===== src/inc/demag_pkg.sv =====
package demag_pkg;
  localparam int unsigned data_w = 32;
  localparam int unsigned timer_w = 16;
  localparam int unsigned filt_w = 4;
  // register byte offsets
  localparam logic [7:0] off_ctrl = 8'h00;
  localparam logic [7:0] off_time = 8'h04;
  localparam logic [7:0] off_status = 8'h08;
  localparam logic [7:0] off_mask = 8'h0C;
  localparam logic [7:0] off_phase = 8'h10;
  localparam logic [7:0] off_timer = 8'h14;
  // control field positions
  localparam int unsigned bit_hdm = 0;
  localparam int unsigned bit_sdm = 1;
  localparam int unsigned bit_cpb = 2;
  localparam int unsigned bit_zvd = 3;
  localparam int unsigned bit_sr = 4;
  localparam int unsigned bit_dac = 5;
  localparam int unsigned pos_filt = 8;
  localparam int unsigned bit_timer_run = 12;
  // status and mask field positions
  localparam int unsigned bit_demag = 0;
  localparam int unsigned bit_hw_src = 1;
  localparam int unsigned bit_sim_src = 2;
  localparam logic [2:0] status_used = 3'h7;
  // reset values and response codes
  localparam logic [data_w-1:0] ctrl_reset = 32'h0000_0000;
  localparam logic [timer_w-1:0] time_reset = 16'hFFFF;
  localparam logic [2:0] mask_reset = 3'h0;
  localparam logic [1:0] resp_okay = 2'h0;
  localparam logic [1:0] resp_slverr = 2'h2;
endpackage


===== src/hdl/demag_filter.sv =====
module demag_filter #(
  parameter int unsigned filt_w = 4
) (
  input wire logic aclk,
  input wire logic aresetn,
  input wire logic ce,
  input wire logic restart,
  input wire logic bypass,
  input wire logic qualify,
  input wire logic [filt_w-1:0] limit,
  output logic hit
);
  logic [filt_w:0] count;
  logic [filt_w:0] target;

  assign target = {1'b0, limit} + {{filt_w{1'b0}}, 1'b1};

  always_ff @(posedge aclk)
  begin
    if (!aresetn)
    begin
      count <= '0;
      hit <= 1'b0;
    end
    else if (ce)
    begin
      hit <= 1'b0;
      if (restart || !qualify)
      begin
        count <= '0;
      end
      else if (bypass)
      begin
        hit <= 1'b1;
      end
      else if (count + 1'b1 >= target)
      begin
        count <= '0;
        hit <= 1'b1;
      end
      else
      begin
        count <= count + 1'b1;
      end
    end
  end
endmodule // demag_filter


===== src/hdl/demag_edge_detect.sv =====
module demag_edge_detect (
  input wire logic aclk,
  input wire logic aresetn,
  input wire logic ce,
  input wire logic sensing_input,
  input wire logic compare_edge_sel,
  input wire logic edge_relation_sel,
  output logic qualify
);
  logic prev;
  logic want_high;

  // demag uses opposite polarity to zero-crossing unless relation bit set
  assign want_high = edge_relation_sel ? compare_edge_sel : !compare_edge_sel;
  assign qualify = (sensing_input == want_high) && (prev != want_high);

  always_ff @(posedge aclk)
  begin
    if (!aresetn)
    begin
      prev <= 1'b0;
    end
    else if (ce)
    begin
      if (sensing_input == want_high && prev != want_high)
      begin
        prev <= prev;
      end
      else
      begin
        prev <= sensing_input;
      end
    end
  end
endmodule // demag_edge_detect


===== src/hdl/demag_event_generator.sv =====
// Summary of operation
// - a voltage edge of the chosen polarity on the sensing input raises a hardware demag event.
// - the hardware event fires only after the filter counts enough consecutive samples.
// - filter field n gives a limit of n+1 samples; position sensor mode suppresses every demag event, hardware and simulated.
// - with hardware capture on, each hardware event copies the step timer into the time register.
// - with simulation on, a step timer match with the time register makes a simulated event.
// - with both modes on, the first event of the step is the demag event.
// - with only simulation on, the simulated event enables zero-crossing, which commutation disables.
// - any demag event sets the demag flag and requests an interrupt when unmasked.
// - right after commutation a time register at or below the timer fires the simulated event.
// - that immediate firing overwrites the time register with the current timer value.
// - preloaded control bits apply at commutation, or on a phase write in direct access mode.
// - the edge relation bit picks opposite or identical polarity to zero-crossing.
//
// The implementer's own choices: the register addresses and register access over AXI4-Lite.
module demag_event_generator #(
  parameter int unsigned timer_w = demag_pkg::timer_w,
  parameter int unsigned filt_w = demag_pkg::filt_w
) (
  input wire logic aclk,
  input wire logic aresetn,
  input wire logic ce,
  input wire logic sensing_input,
  input wire logic commutation_event,
  input wire logic sample_strobe,
  output logic demag_event,
  output logic zc_enable,
  output logic irq,
  input wire logic [7:0] s_axi_awaddr,
  input wire logic s_axi_awvalid,
  output logic s_axi_awready,
  input wire logic [31:0] s_axi_wdata,
  input wire logic [3:0] s_axi_wstrb,
  input wire logic s_axi_wvalid,
  output logic s_axi_wready,
  output logic [1:0] s_axi_bresp,
  output logic s_axi_bvalid,
  input wire logic s_axi_bready,
  input wire logic [7:0] s_axi_araddr,
  input wire logic s_axi_arvalid,
  output logic s_axi_arready,
  output logic [31:0] s_axi_rdata,
  output logic [1:0] s_axi_rresp,
  output logic s_axi_rvalid,
  input wire logic s_axi_rready
);
  typedef enum logic [1:0] {st_wait, st_check, st_armed, st_done} step_t;
  step_t step;

  logic [31:0] control_reg_b;
  logic [31:0] active_ctrl;
  logic [timer_w-1:0] demag_time_reg;
  logic [timer_w-1:0] step_timer;
  logic [2:0] irq_status_reg;
  logic [2:0] irq_mask_reg;
  logic [7:0] phase_state_reg;
  logic [7:0] aw_addr;
  logic [31:0] w_data;
  logic [3:0] w_strb;
  logic aw_held;
  logic w_held;
  logic do_write;
  logic hw_hit;
  logic qualify;
  logic stale;
  logic hw_en;
  logic sim_en;
  logic sensor_mode;
  logic hw_ev;
  logic sim_ev;
  logic early_ev;
  logic any_ev;
  logic phase_wr;
  logic time_wr;
  logic [31:0] wmask;
  logic [31:0] next_rdata;
  logic [1:0] next_rresp;

  assign hw_en = active_ctrl[demag_pkg::bit_hdm];
  assign sim_en = active_ctrl[demag_pkg::bit_sdm];
  assign sensor_mode = active_ctrl[demag_pkg::bit_sr];

  demag_edge_detect u_edge (
    .aclk(aclk),
    .aresetn(aresetn),
    .ce(ce && sample_strobe),
    .sensing_input(sensing_input),
    .compare_edge_sel(active_ctrl[demag_pkg::bit_cpb]),
    .edge_relation_sel(active_ctrl[demag_pkg::bit_zvd]),
    .qualify(qualify)
  );

  demag_filter #(.filt_w(filt_w)) u_filter (
    .aclk(aclk),
    .aresetn(aresetn),
    .ce(ce && sample_strobe),
    .restart(commutation_event),
    .bypass(sensor_mode),
    .qualify(qualify && !stale && step == st_armed),
    .limit(active_ctrl[demag_pkg::pos_filt +: filt_w]),
    .hit(hw_hit)
  );

  // an edge still latched at commutation belongs to the previous step
  always_ff @(posedge aclk)
  begin
    if (!aresetn)
    begin
      stale <= 1'b0;
    end
    else if (ce)
    begin
      if (commutation_event)
      begin
        stale <= qualify;
      end
      else if (!qualify)
      begin
        stale <= 1'b0;
      end
    end
  end

  // event qualification
  assign hw_ev = hw_hit && (step == st_armed) && !sensor_mode
    && (hw_en || !sim_en);
  assign sim_ev = sim_en && !sensor_mode && (step == st_armed)
    && (step_timer == demag_time_reg);
  assign early_ev = sim_en && !sensor_mode && (step == st_check)
    && (demag_time_reg <= step_timer);
  assign any_ev = ce && (hw_ev || sim_ev || early_ev);

  // write channel
  always_ff @(posedge aclk)
  begin
    if (!aresetn)
    begin
      aw_held <= 1'b0;
      w_held <= 1'b0;
      aw_addr <= 8'h00;
      w_data <= 32'h0000_0000;
      w_strb <= 4'h0;
      s_axi_bvalid <= 1'b0;
      s_axi_bresp <= demag_pkg::resp_okay;
    end
    else if (ce)
    begin
      if (s_axi_awvalid && s_axi_awready)
      begin
        aw_held <= 1'b1;
        aw_addr <= s_axi_awaddr;
      end
      if (s_axi_wvalid && s_axi_wready)
      begin
        w_held <= 1'b1;
        w_data <= s_axi_wdata;
        w_strb <= s_axi_wstrb;
      end
      if (do_write)
      begin
        aw_held <= 1'b0;
        w_held <= 1'b0;
        s_axi_bvalid <= 1'b1;
        case (aw_addr)
          demag_pkg::off_ctrl, demag_pkg::off_time, demag_pkg::off_status,
          demag_pkg::off_mask, demag_pkg::off_phase:
            s_axi_bresp <= demag_pkg::resp_okay;
          default:
            s_axi_bresp <= demag_pkg::resp_slverr;
        endcase
      end
      else if (s_axi_bready)
      begin
        s_axi_bvalid <= 1'b0;
      end
    end
  end

  assign s_axi_awready = !aw_held && !s_axi_bvalid;
  assign s_axi_wready = !w_held && !s_axi_bvalid;
  assign do_write = aw_held && w_held && !s_axi_bvalid;
  assign wmask = {{8{w_strb[3]}}, {8{w_strb[2]}}, {8{w_strb[1]}}, {8{w_strb[0]}}};
  assign phase_wr = ce && do_write && aw_addr == demag_pkg::off_phase;
  assign time_wr = ce && do_write && aw_addr == demag_pkg::off_time;

  // control preload and active copy
  always_ff @(posedge aclk)
  begin
    if (!aresetn)
    begin
      control_reg_b <= demag_pkg::ctrl_reset;
      active_ctrl <= demag_pkg::ctrl_reset;
      phase_state_reg <= 8'h00;
    end
    else if (ce)
    begin
      if (do_write && aw_addr == demag_pkg::off_ctrl)
      begin
        control_reg_b <= (control_reg_b & ~wmask) | (w_data & wmask);
      end
      if (phase_wr)
      begin
        phase_state_reg <= w_data[7:0];
      end
      if (control_reg_b[demag_pkg::bit_dac] ? phase_wr : commutation_event)
      begin
        active_ctrl <= control_reg_b;
      end
    end
  end

  // step timer restarts at each commutation
  always_ff @(posedge aclk)
  begin
    if (!aresetn)
    begin
      step_timer <= '0;
    end
    else if (ce)
    begin
      if (commutation_event)
      begin
        step_timer <= '0;
      end
      else if (active_ctrl[demag_pkg::bit_timer_run] && step_timer != '1)
      begin
        step_timer <= step_timer + 1'b1;
      end
    end
  end

  // step sequencer
  always_ff @(posedge aclk)
  begin
    if (!aresetn)
    begin
      step <= st_wait;
    end
    else if (ce)
    begin
      if (commutation_event)
      begin
        step <= st_check;
      end
      else
      begin
        case (step)
          st_wait: step <= st_wait;
          st_check: step <= early_ev ? st_done : st_armed;
          st_armed: step <= (hw_ev || sim_ev) ? st_done : st_armed;
          st_done: step <= st_done;
          default: step <= st_wait;
        endcase
      end
    end
  end

  // time register: capture, early overwrite, software write
  always_ff @(posedge aclk)
  begin
    if (!aresetn)
    begin
      demag_time_reg <= demag_pkg::time_reset;
    end
    else if (ce)
    begin
      if (early_ev)
      begin
        demag_time_reg <= step_timer;
      end
      else if (hw_ev && hw_en)
      begin
        demag_time_reg <= step_timer;
      end
      else if (time_wr)
      begin
        demag_time_reg <= (demag_time_reg & ~wmask[timer_w-1:0])
          | (w_data[timer_w-1:0] & wmask[timer_w-1:0]);
      end
    end
  end

  // status, mask, outputs
  always_ff @(posedge aclk)
  begin
    if (!aresetn)
    begin
      irq_status_reg <= 3'h0;
      irq_mask_reg <= demag_pkg::mask_reset;
      demag_event <= 1'b0;
      zc_enable <= 1'b0;
    end
    else if (ce)
    begin
      if (do_write && aw_addr == demag_pkg::off_mask && w_strb[0])
      begin
        irq_mask_reg <= w_data[2:0] & demag_pkg::status_used;
      end
      irq_status_reg <= (irq_status_reg
        & ~((do_write && aw_addr == demag_pkg::off_status && w_strb[0]) ? w_data[2:0] : 3'h0))
        | {sim_ev || early_ev, hw_ev, any_ev};
      demag_event <= any_ev;
      if (commutation_event)
      begin
        zc_enable <= 1'b0;
      end
      else if (any_ev)
      begin
        zc_enable <= 1'b1;
      end
    end
  end

  assign irq = |(irq_status_reg & irq_mask_reg);

  // read channel
  always_comb
  begin
    next_rresp = demag_pkg::resp_okay;
    case (s_axi_araddr)
      demag_pkg::off_ctrl: next_rdata = control_reg_b;
      demag_pkg::off_time: next_rdata = {{(32 - timer_w){1'b0}}, demag_time_reg};
      demag_pkg::off_status: next_rdata = {29'h0, irq_status_reg};
      demag_pkg::off_mask: next_rdata = {29'h0, irq_mask_reg};
      demag_pkg::off_phase: next_rdata = {24'h0, phase_state_reg};
      demag_pkg::off_timer: next_rdata = {{(32 - timer_w){1'b0}}, step_timer};
      default:
      begin
        next_rdata = 32'h0000_0000;
        next_rresp = demag_pkg::resp_slverr;
      end
    endcase
  end

  always_ff @(posedge aclk)
  begin
    if (!aresetn)
    begin
      s_axi_rvalid <= 1'b0;
      s_axi_rdata <= 32'h0000_0000;
      s_axi_rresp <= demag_pkg::resp_okay;
    end
    else if (ce)
    begin
      if (s_axi_arvalid && s_axi_arready)
      begin
        s_axi_rvalid <= 1'b1;
        s_axi_rdata <= next_rdata;
        s_axi_rresp <= next_rresp;
      end
      else if (s_axi_rready)
      begin
        s_axi_rvalid <= 1'b0;
      end
    end
  end

  assign s_axi_arready = !s_axi_rvalid;
endmodule // demag_event_generator


===== config.mk =====
export PLATFORM = sky130hd
export DESIGN_NAME = demag_event_generator
export DESIGN_NICKNAME = d
export VERILOG_FILES = /design/src/inc/demag_pkg.sv /design/src/hdl/demag_filter.sv /design/src/hdl/demag_edge_detect.sv /design/src/hdl/demag_event_generator.sv
export SDC_FILE = /design/constraint.sdc
export NUM_CORES = 1
export LEC_CHECK = 0
export ABC_AREA = 0
export BUFFER_PORTS_ARGS = -buffer_cell sky130_fd_sc_hd__buf_2
export CELL_PAD_IN_SITES_DETAIL_PLACEMENT = 1
export CELL_PAD_IN_SITES_GLOBAL_PLACEMENT = 1
export CORE_MARGIN = 5
export CORE_UTILIZATION = 31
export DETAILED_ROUTE_END_ITERATION = 10
export HOLD_SLACK_MARGIN = 0.08
export PLACE_DENSITY = 0.61
export SLEW_MARGIN = 40
export SYNTH_ARGS = -nofsm -noshare
export SYNTH_HDL_FRONTEND = slang
export SYNTH_SLANG_ARGS = --single-unit

===== constraint.sdc =====
create_clock -name aclk -period 5.4 [get_ports aclk]
set_input_delay 0.54 -clock aclk [delete_from_list [all_inputs] [get_ports aclk]]
set_output_delay 0.54 -clock aclk [all_outputs]
set_load 0.02 [all_outputs]

# ---- Word level (Yosys, flattened, before mapping)
# Cells that the tools add are included.
dict set report word_totals {
  ff_bits 187
  out_inout_bits 44
  elab_cells 168
}
dict set report classes {
  add_sub_neg 3
  n_lt_le_gt_ge 2
  eq_ne 18
  mux 33
  n_bitwise 13
  n_reduce_logical 75
}
# operator count
set ops {}
lappend ops {{$pmux W32 S6} 1}
lappend ops {{$mux W16} 5}
lappend ops {{$and A32 B32 Y32} 2}
lappend ops {{$reduce_and A2 Y1} 18}
lappend ops {{$and A16 B16 Y16} 2}
lappend ops {{$eq A8 B4 Y1 const B} 4}
lappend ops {{$not A32 Y32} 1}
lappend ops {{$or A32 B32 Y32} 1}
lappend ops {{$logic_and A1 B1 Y1} 30}
lappend ops {{$eq A8 B5 Y1 const B} 3}
lappend ops {{$mux W1} 19}
lappend ops {{$add A16 B1 Y16 const B} 1}
lappend ops {{$eq A16 B16 Y1} 1}
lappend ops {{$eq A8 B3 Y1 const B} 2}
lappend ops {{$le A16 B16 Y1} 1}
lappend ops {{$logic_not A8 Y1} 2}
lappend ops {{$ne A16 B16 Y1 const B} 1}
lappend ops {{$not A16 Y16} 1}
lappend ops {{$or A16 B16 Y16} 1}
lappend ops {{$mux W5} 3}
lappend ops {{$reduce_bool A2 Y1} 6}
lappend ops {{$logic_not A1 Y1} 9}
lappend ops {{$pmux W2 S4} 1}
lappend ops {{$and A3 B3 Y3} 2}
lappend ops {{other kinds (20)} 27}

# ---- Logic depth before layout (Yosys ltp)
dict set report depth {
  ltp_word 10
  ltp_mapped 11
  depth_no_buf 8
}

# ---- By module
# From an unflattened synthesis, not the netlist that was laid out.
dict set report unflattened {
  hier_cells 961
  area_unflattened_um2 8514.4
}
# mod n_inst cells_per_inst area_per_inst_um2 seq_area_each_um2
set modules_own_cells {}
lappend modules_own_cells {demag_event_generator 1 904 7996.4 3503.4}
lappend modules_own_cells {demag_filter 1 46 439.2 120.1}
lappend modules_own_cells {demag_edge_detect 1 11 78.8 20.0}

# ---- Worst setup path after synthesis
# OpenSTA, ideal clock, no wires.
dict set report synth_path {
  kind {register to register}
  from {register step_timer[4]}
  to {register (tool-made name)}
  setup_ns 0.095
  t_arrival_ns 2.437
  setup_slack_ns 2.867
  stages_incl_launch_ff 11
  n_path_buf 2
  synth_period_minus_slack_ns 2.533
  path_cell_list {dfxtp_1 -> clkbuf_1 -> inv_1 -> ha_1 -> and4_1 -> o2111a_1 -> o41a_1 -> o21a_1 -> buf_2 -> a41o_1 -> a221oi_1}
}
# element line
set synth_lines {}
lappend synth_lines {{start: declaration} demag_event_generator.sv:53} ;# logic [timer_w-1:0] step_timer;
lappend synth_lines {{start signal: assignment} demag_event_generator.sv:227} ;# step_timer <= step_timer + 1'b1;

==> flow_summary.json <==
{
  "result_of_the_run": "finished, final reports clean",
  "drt-wirelength-per-cell_um": 17.8,
  "largest_buffer_count_on_any_clock_path": 2,
  "die_x_um": 175,
  "netlist_area_pre_place_um2": 8470,
  "intPower_uw": 2060,
  "gp_routability_congestion": 0.836,
  "post-synth-top-count-cell": "sky130_fd_sc_hd__dfxtp_1",
  "tightest_slew_ns": 0.747,
  "seq_area_frac_synth_pct": 43.0,
  "p_leak_uw": 0.00375,
  "max_ir_drop_vdd_v": 0.000210,
  "io-pin-count": 107,
  "power_frac_clock_pct": 45.0,
  "grt_overflow": 0,
  "clock-skew-final_ns": 0.0202,
  "timing.critical_path.required_ns": 5.71,
  "worstPathMaxFanout": 19,
  "area.growth.synth_to_final_pct": 16.3,
  "synth-edff-count": 0,
  "final_area_um2": 9850,
  "clock_sink_count": 182,
  "combinationalPowerShare_pct": 5.8,
  "postCtsSetupRepairBufs": 0,
  "fillerInstances": 3188,
  "synth.top_cells.by_count": "sky130_fd_sc_hd__dfxtp_1, sky130_fd_sc_hd__nand2_1, sky130_fd_sc_hd__nor2b_1, sky130_fd_sc_hd__a21boi_0, sky130_fd_sc_hd__nand3_1",
  "worst_hold_path_type": "in -> reg",
  "worstSetupPathType": "reg -> reg",
  "clock_latency_at_the_later_pin_of_the_worst_skew_pair_ns": 0.45,
  "final.setup.tns_ns": 0,
  "drt_iter0_drc": 317,
  "drv.max_cap_violation_count": 0,
  "grtUsageTotal_pct": 16.4,
  "vias_per_cell": 5.11,
  "placed_cell_area_um2": 9240,
  "dpl.hpwl_mm": 18.1,
  "hold_viol_final": 0,
  "period_needed_ns": 2.99,
  "drcViolationCount": 0,
  "start_util_pct": 31.4,
  "final_wirelength_mm": 24.9,
  "maxClockFrequency_mhz": 335,
  "drive_gt1_share_pct": 15.1,
  "cts_buffers": 17,
  "synth.yosys.warnings": 0,
  "cts_repair_resize_count": 0,
  "grt_start_max_net_pins": 87,
  "final_core_utilization_pct": 36.5,
  "drt-pass1-iter-count": 4,
  "number_of_antenna_violations_at_the_first_check_in_global_routing": 1,
  "buffer_ports.inserted": 104,
  "post_synth_num_cell_types": 61,
  "worstPathArrival_ns": 3.30,
  "cts.root.buffer_cell": "sky130_fd_sc_hd__clkbuf_16",
  "yosys.area.top_type": "sky130_fd_sc_hd__dfxtp_1",
  "slew_headroom_pct": 50.1,
  "switching_share_pct": 27.0,
  "clkTransAtPathRegs_ns": 0.09,
  "tritoncts": "done",
  "ys_dominant_reg_cell": "sky130_fd_sc_hd__dfxtp_1",
  "synthesis.instances": 964,
  "h-tree-depth": 4,
  "synth_area_per_cell_um2": 8.78,
  "antennaDiodeCount": 0,
  "postCtsHoldBufs": 0,
  "final-setup-viol-count": 0,
  "worst_setup_path_end_kind": "flop",
  "synth-async-reset-ratio_pct": 0,
  "floorplan.die_area_um2": 30700,
  "coreArea_um2": 27000,
  "synth_seq_cells": 182,
  "chipHeight_um": 175,
  "num_rows": 60,
  "critPathLaunchType": "flop",
  "routed-via-count": 7129,
  "netlist.area_leader.share_pct": 43.0,
  "post-route-period-util_pct": 55.3,
  "final-max-slew-violation-count": 0,
  "ant_nets": 0,
  "synth_area_leaders": "sky130_fd_sc_hd__dfxtp_1, sky130_fd_sc_hd__nand2_1, sky130_fd_sc_hd__a21boi_0, sky130_fd_sc_hd__nor2b_1, sky130_fd_sc_hd__mux2i_1",
  "grt_first_pass_wirelength_mm": 40.5,
  "grt_setup_unrepaired": "false",
  "number_of_global_route_vias_before_repair": 7370,
  "num-nets-final": 1129,
  "power.net_switching_uw": 760,
  "power.sequential.fraction_pct": 49.2,
  "power_density_nw_per_um2": 286
}
[cell usage in the layout, fill, tap and decap left out, types with 5 or more instances in the layout]
cell type                   synthesis  routed
sky130_fd_sc_hd__a22oi_1           30      30
sky130_fd_sc_hd__mux2i_1           43      43
sky130_fd_sc_hd__a211oi_1          20      19
sky130_fd_sc_hd__xnor2_1           16      16
sky130_fd_sc_hd__clkinv_8           0       5
sky130_fd_sc_hd__nor2b_1           71      71
sky130_fd_sc_hd__buf_4              4      11
sky130_fd_sc_hd__inv_8              0       5
sky130_fd_sc_hd__ha_1              24      24
sky130_fd_sc_hd__a221oi_1          21      21
sky130_fd_sc_hd__nand2_1          141     141
sky130_fd_sc_hd__a21oi_1           18      18
sky130_fd_sc_hd__nor2_1            52      52
sky130_fd_sc_hd__buf_2              5     103
sky130_fd_sc_hd__dfxtp_1          182     182
sky130_fd_sc_hd__nand2b_1           5       5
sky130_fd_sc_hd__inv_1             42      42
sky130_fd_sc_hd__o2bb2ai_1          8       8
sky130_fd_sc_hd__o21ai_0           21      21
sky130_fd_sc_hd__a21boi_0          62      62
sky130_fd_sc_hd__a21boi_1          11      11
sky130_fd_sc_hd__nor3_1             9       9
sky130_fd_sc_hd__nand4_1           14      14
sky130_fd_sc_hd__clkbuf_16          0      17
sky130_fd_sc_hd__nand3_1           54      53
[critical path, cell delays in order (launching register included)]
cell	delay, ns
sky130_fd_sc_hd__dfxtp_1	0.46
sky130_fd_sc_hd__inv_1	0.08
sky130_fd_sc_hd__ha_1	0.33
sky130_fd_sc_hd__nand4_1	0.15
sky130_fd_sc_hd__nor3_1	0.44
sky130_fd_sc_hd__o41a_1	0.25
sky130_fd_sc_hd__o21a_1	0.55
sky130_fd_sc_hd__a41o_1	0.46
sky130_fd_sc_hd__a221oi_1	0.14
[logic make-up (layout without fill, tap and decap cells)]
logic type	count (synthesis)	in the layout	share of synthesized area [%]
DFF	182	182	43.0
adders and majority gates	24	24	3.55
buffers and inverters	99	189	5.11
and+or+nand+nor	378	378	22.2
xor gates and xnor gates	17	17	1.76
other	1	2	0.0443
AOI/OAI and AO/OA	217	217	18.9
muxes	46	46	5.48
[final cells by class]
type	count	area [um2]	share of cell area, %
Tap cell	341	427	4.33
Inverter	42	158	1.60
Sequential cell	182	3640	37.0
Clock inverter	14	173	1.75
Timing Repair Buffer	115	609	6.19
Multi-Input combinational cell	684	4410	44.8
Clock buffer	18	429	4.36
[per-stage QoR]
step | power (uW) | hold WS [ns] | cells | setup slack, ns
finish | 2820 | 0.325 | 1396 | 2.41
global route | 2920 | 0.319 | 1396 | 2.09
CTS | 2860 | 0.314 | 1396 | 2.37
detailed placement | 1590 | 0.442 | 1364 | 1.92
floorplan | 1520 | 0.435 | 965 | 2.87
global placement | 1580 | 0.439 | 1364 | 2.14
[power by group through the flow]
stage,Clock [uW],Sequential (uW),Combinational (uW)
finish,1270,1390,165
detailed placement,0,1420,168
floorplan,0,1410,109
global route,1350,1390,184
global placement,0,1420,166
CTS,1300,1390,169
[routing by layer]
metal	vias to the layer above	global-route usage (%)	wire (um)
li1	3545	-	-
met5	-	0	11
met1	3459	23.2	12600
met3	20	3.08	818
met2	103	25.7	11200
met4	2	4.39	291
[final timing paths]
kind | end | slack [ns] | cells after the start | start
hold / removal | w_data[16] | 0.32 | 3 | s_axi_wdata[16]
hold reg to reg | zc_enable | 0.45 | 2 | zc_enable
setup reg to reg | flop | 2.41 | 8 | step_timer[14]
setup / recovery | flop | 2.41 | 8 | step_timer[14]
Power figures use the tool's default switching activity.
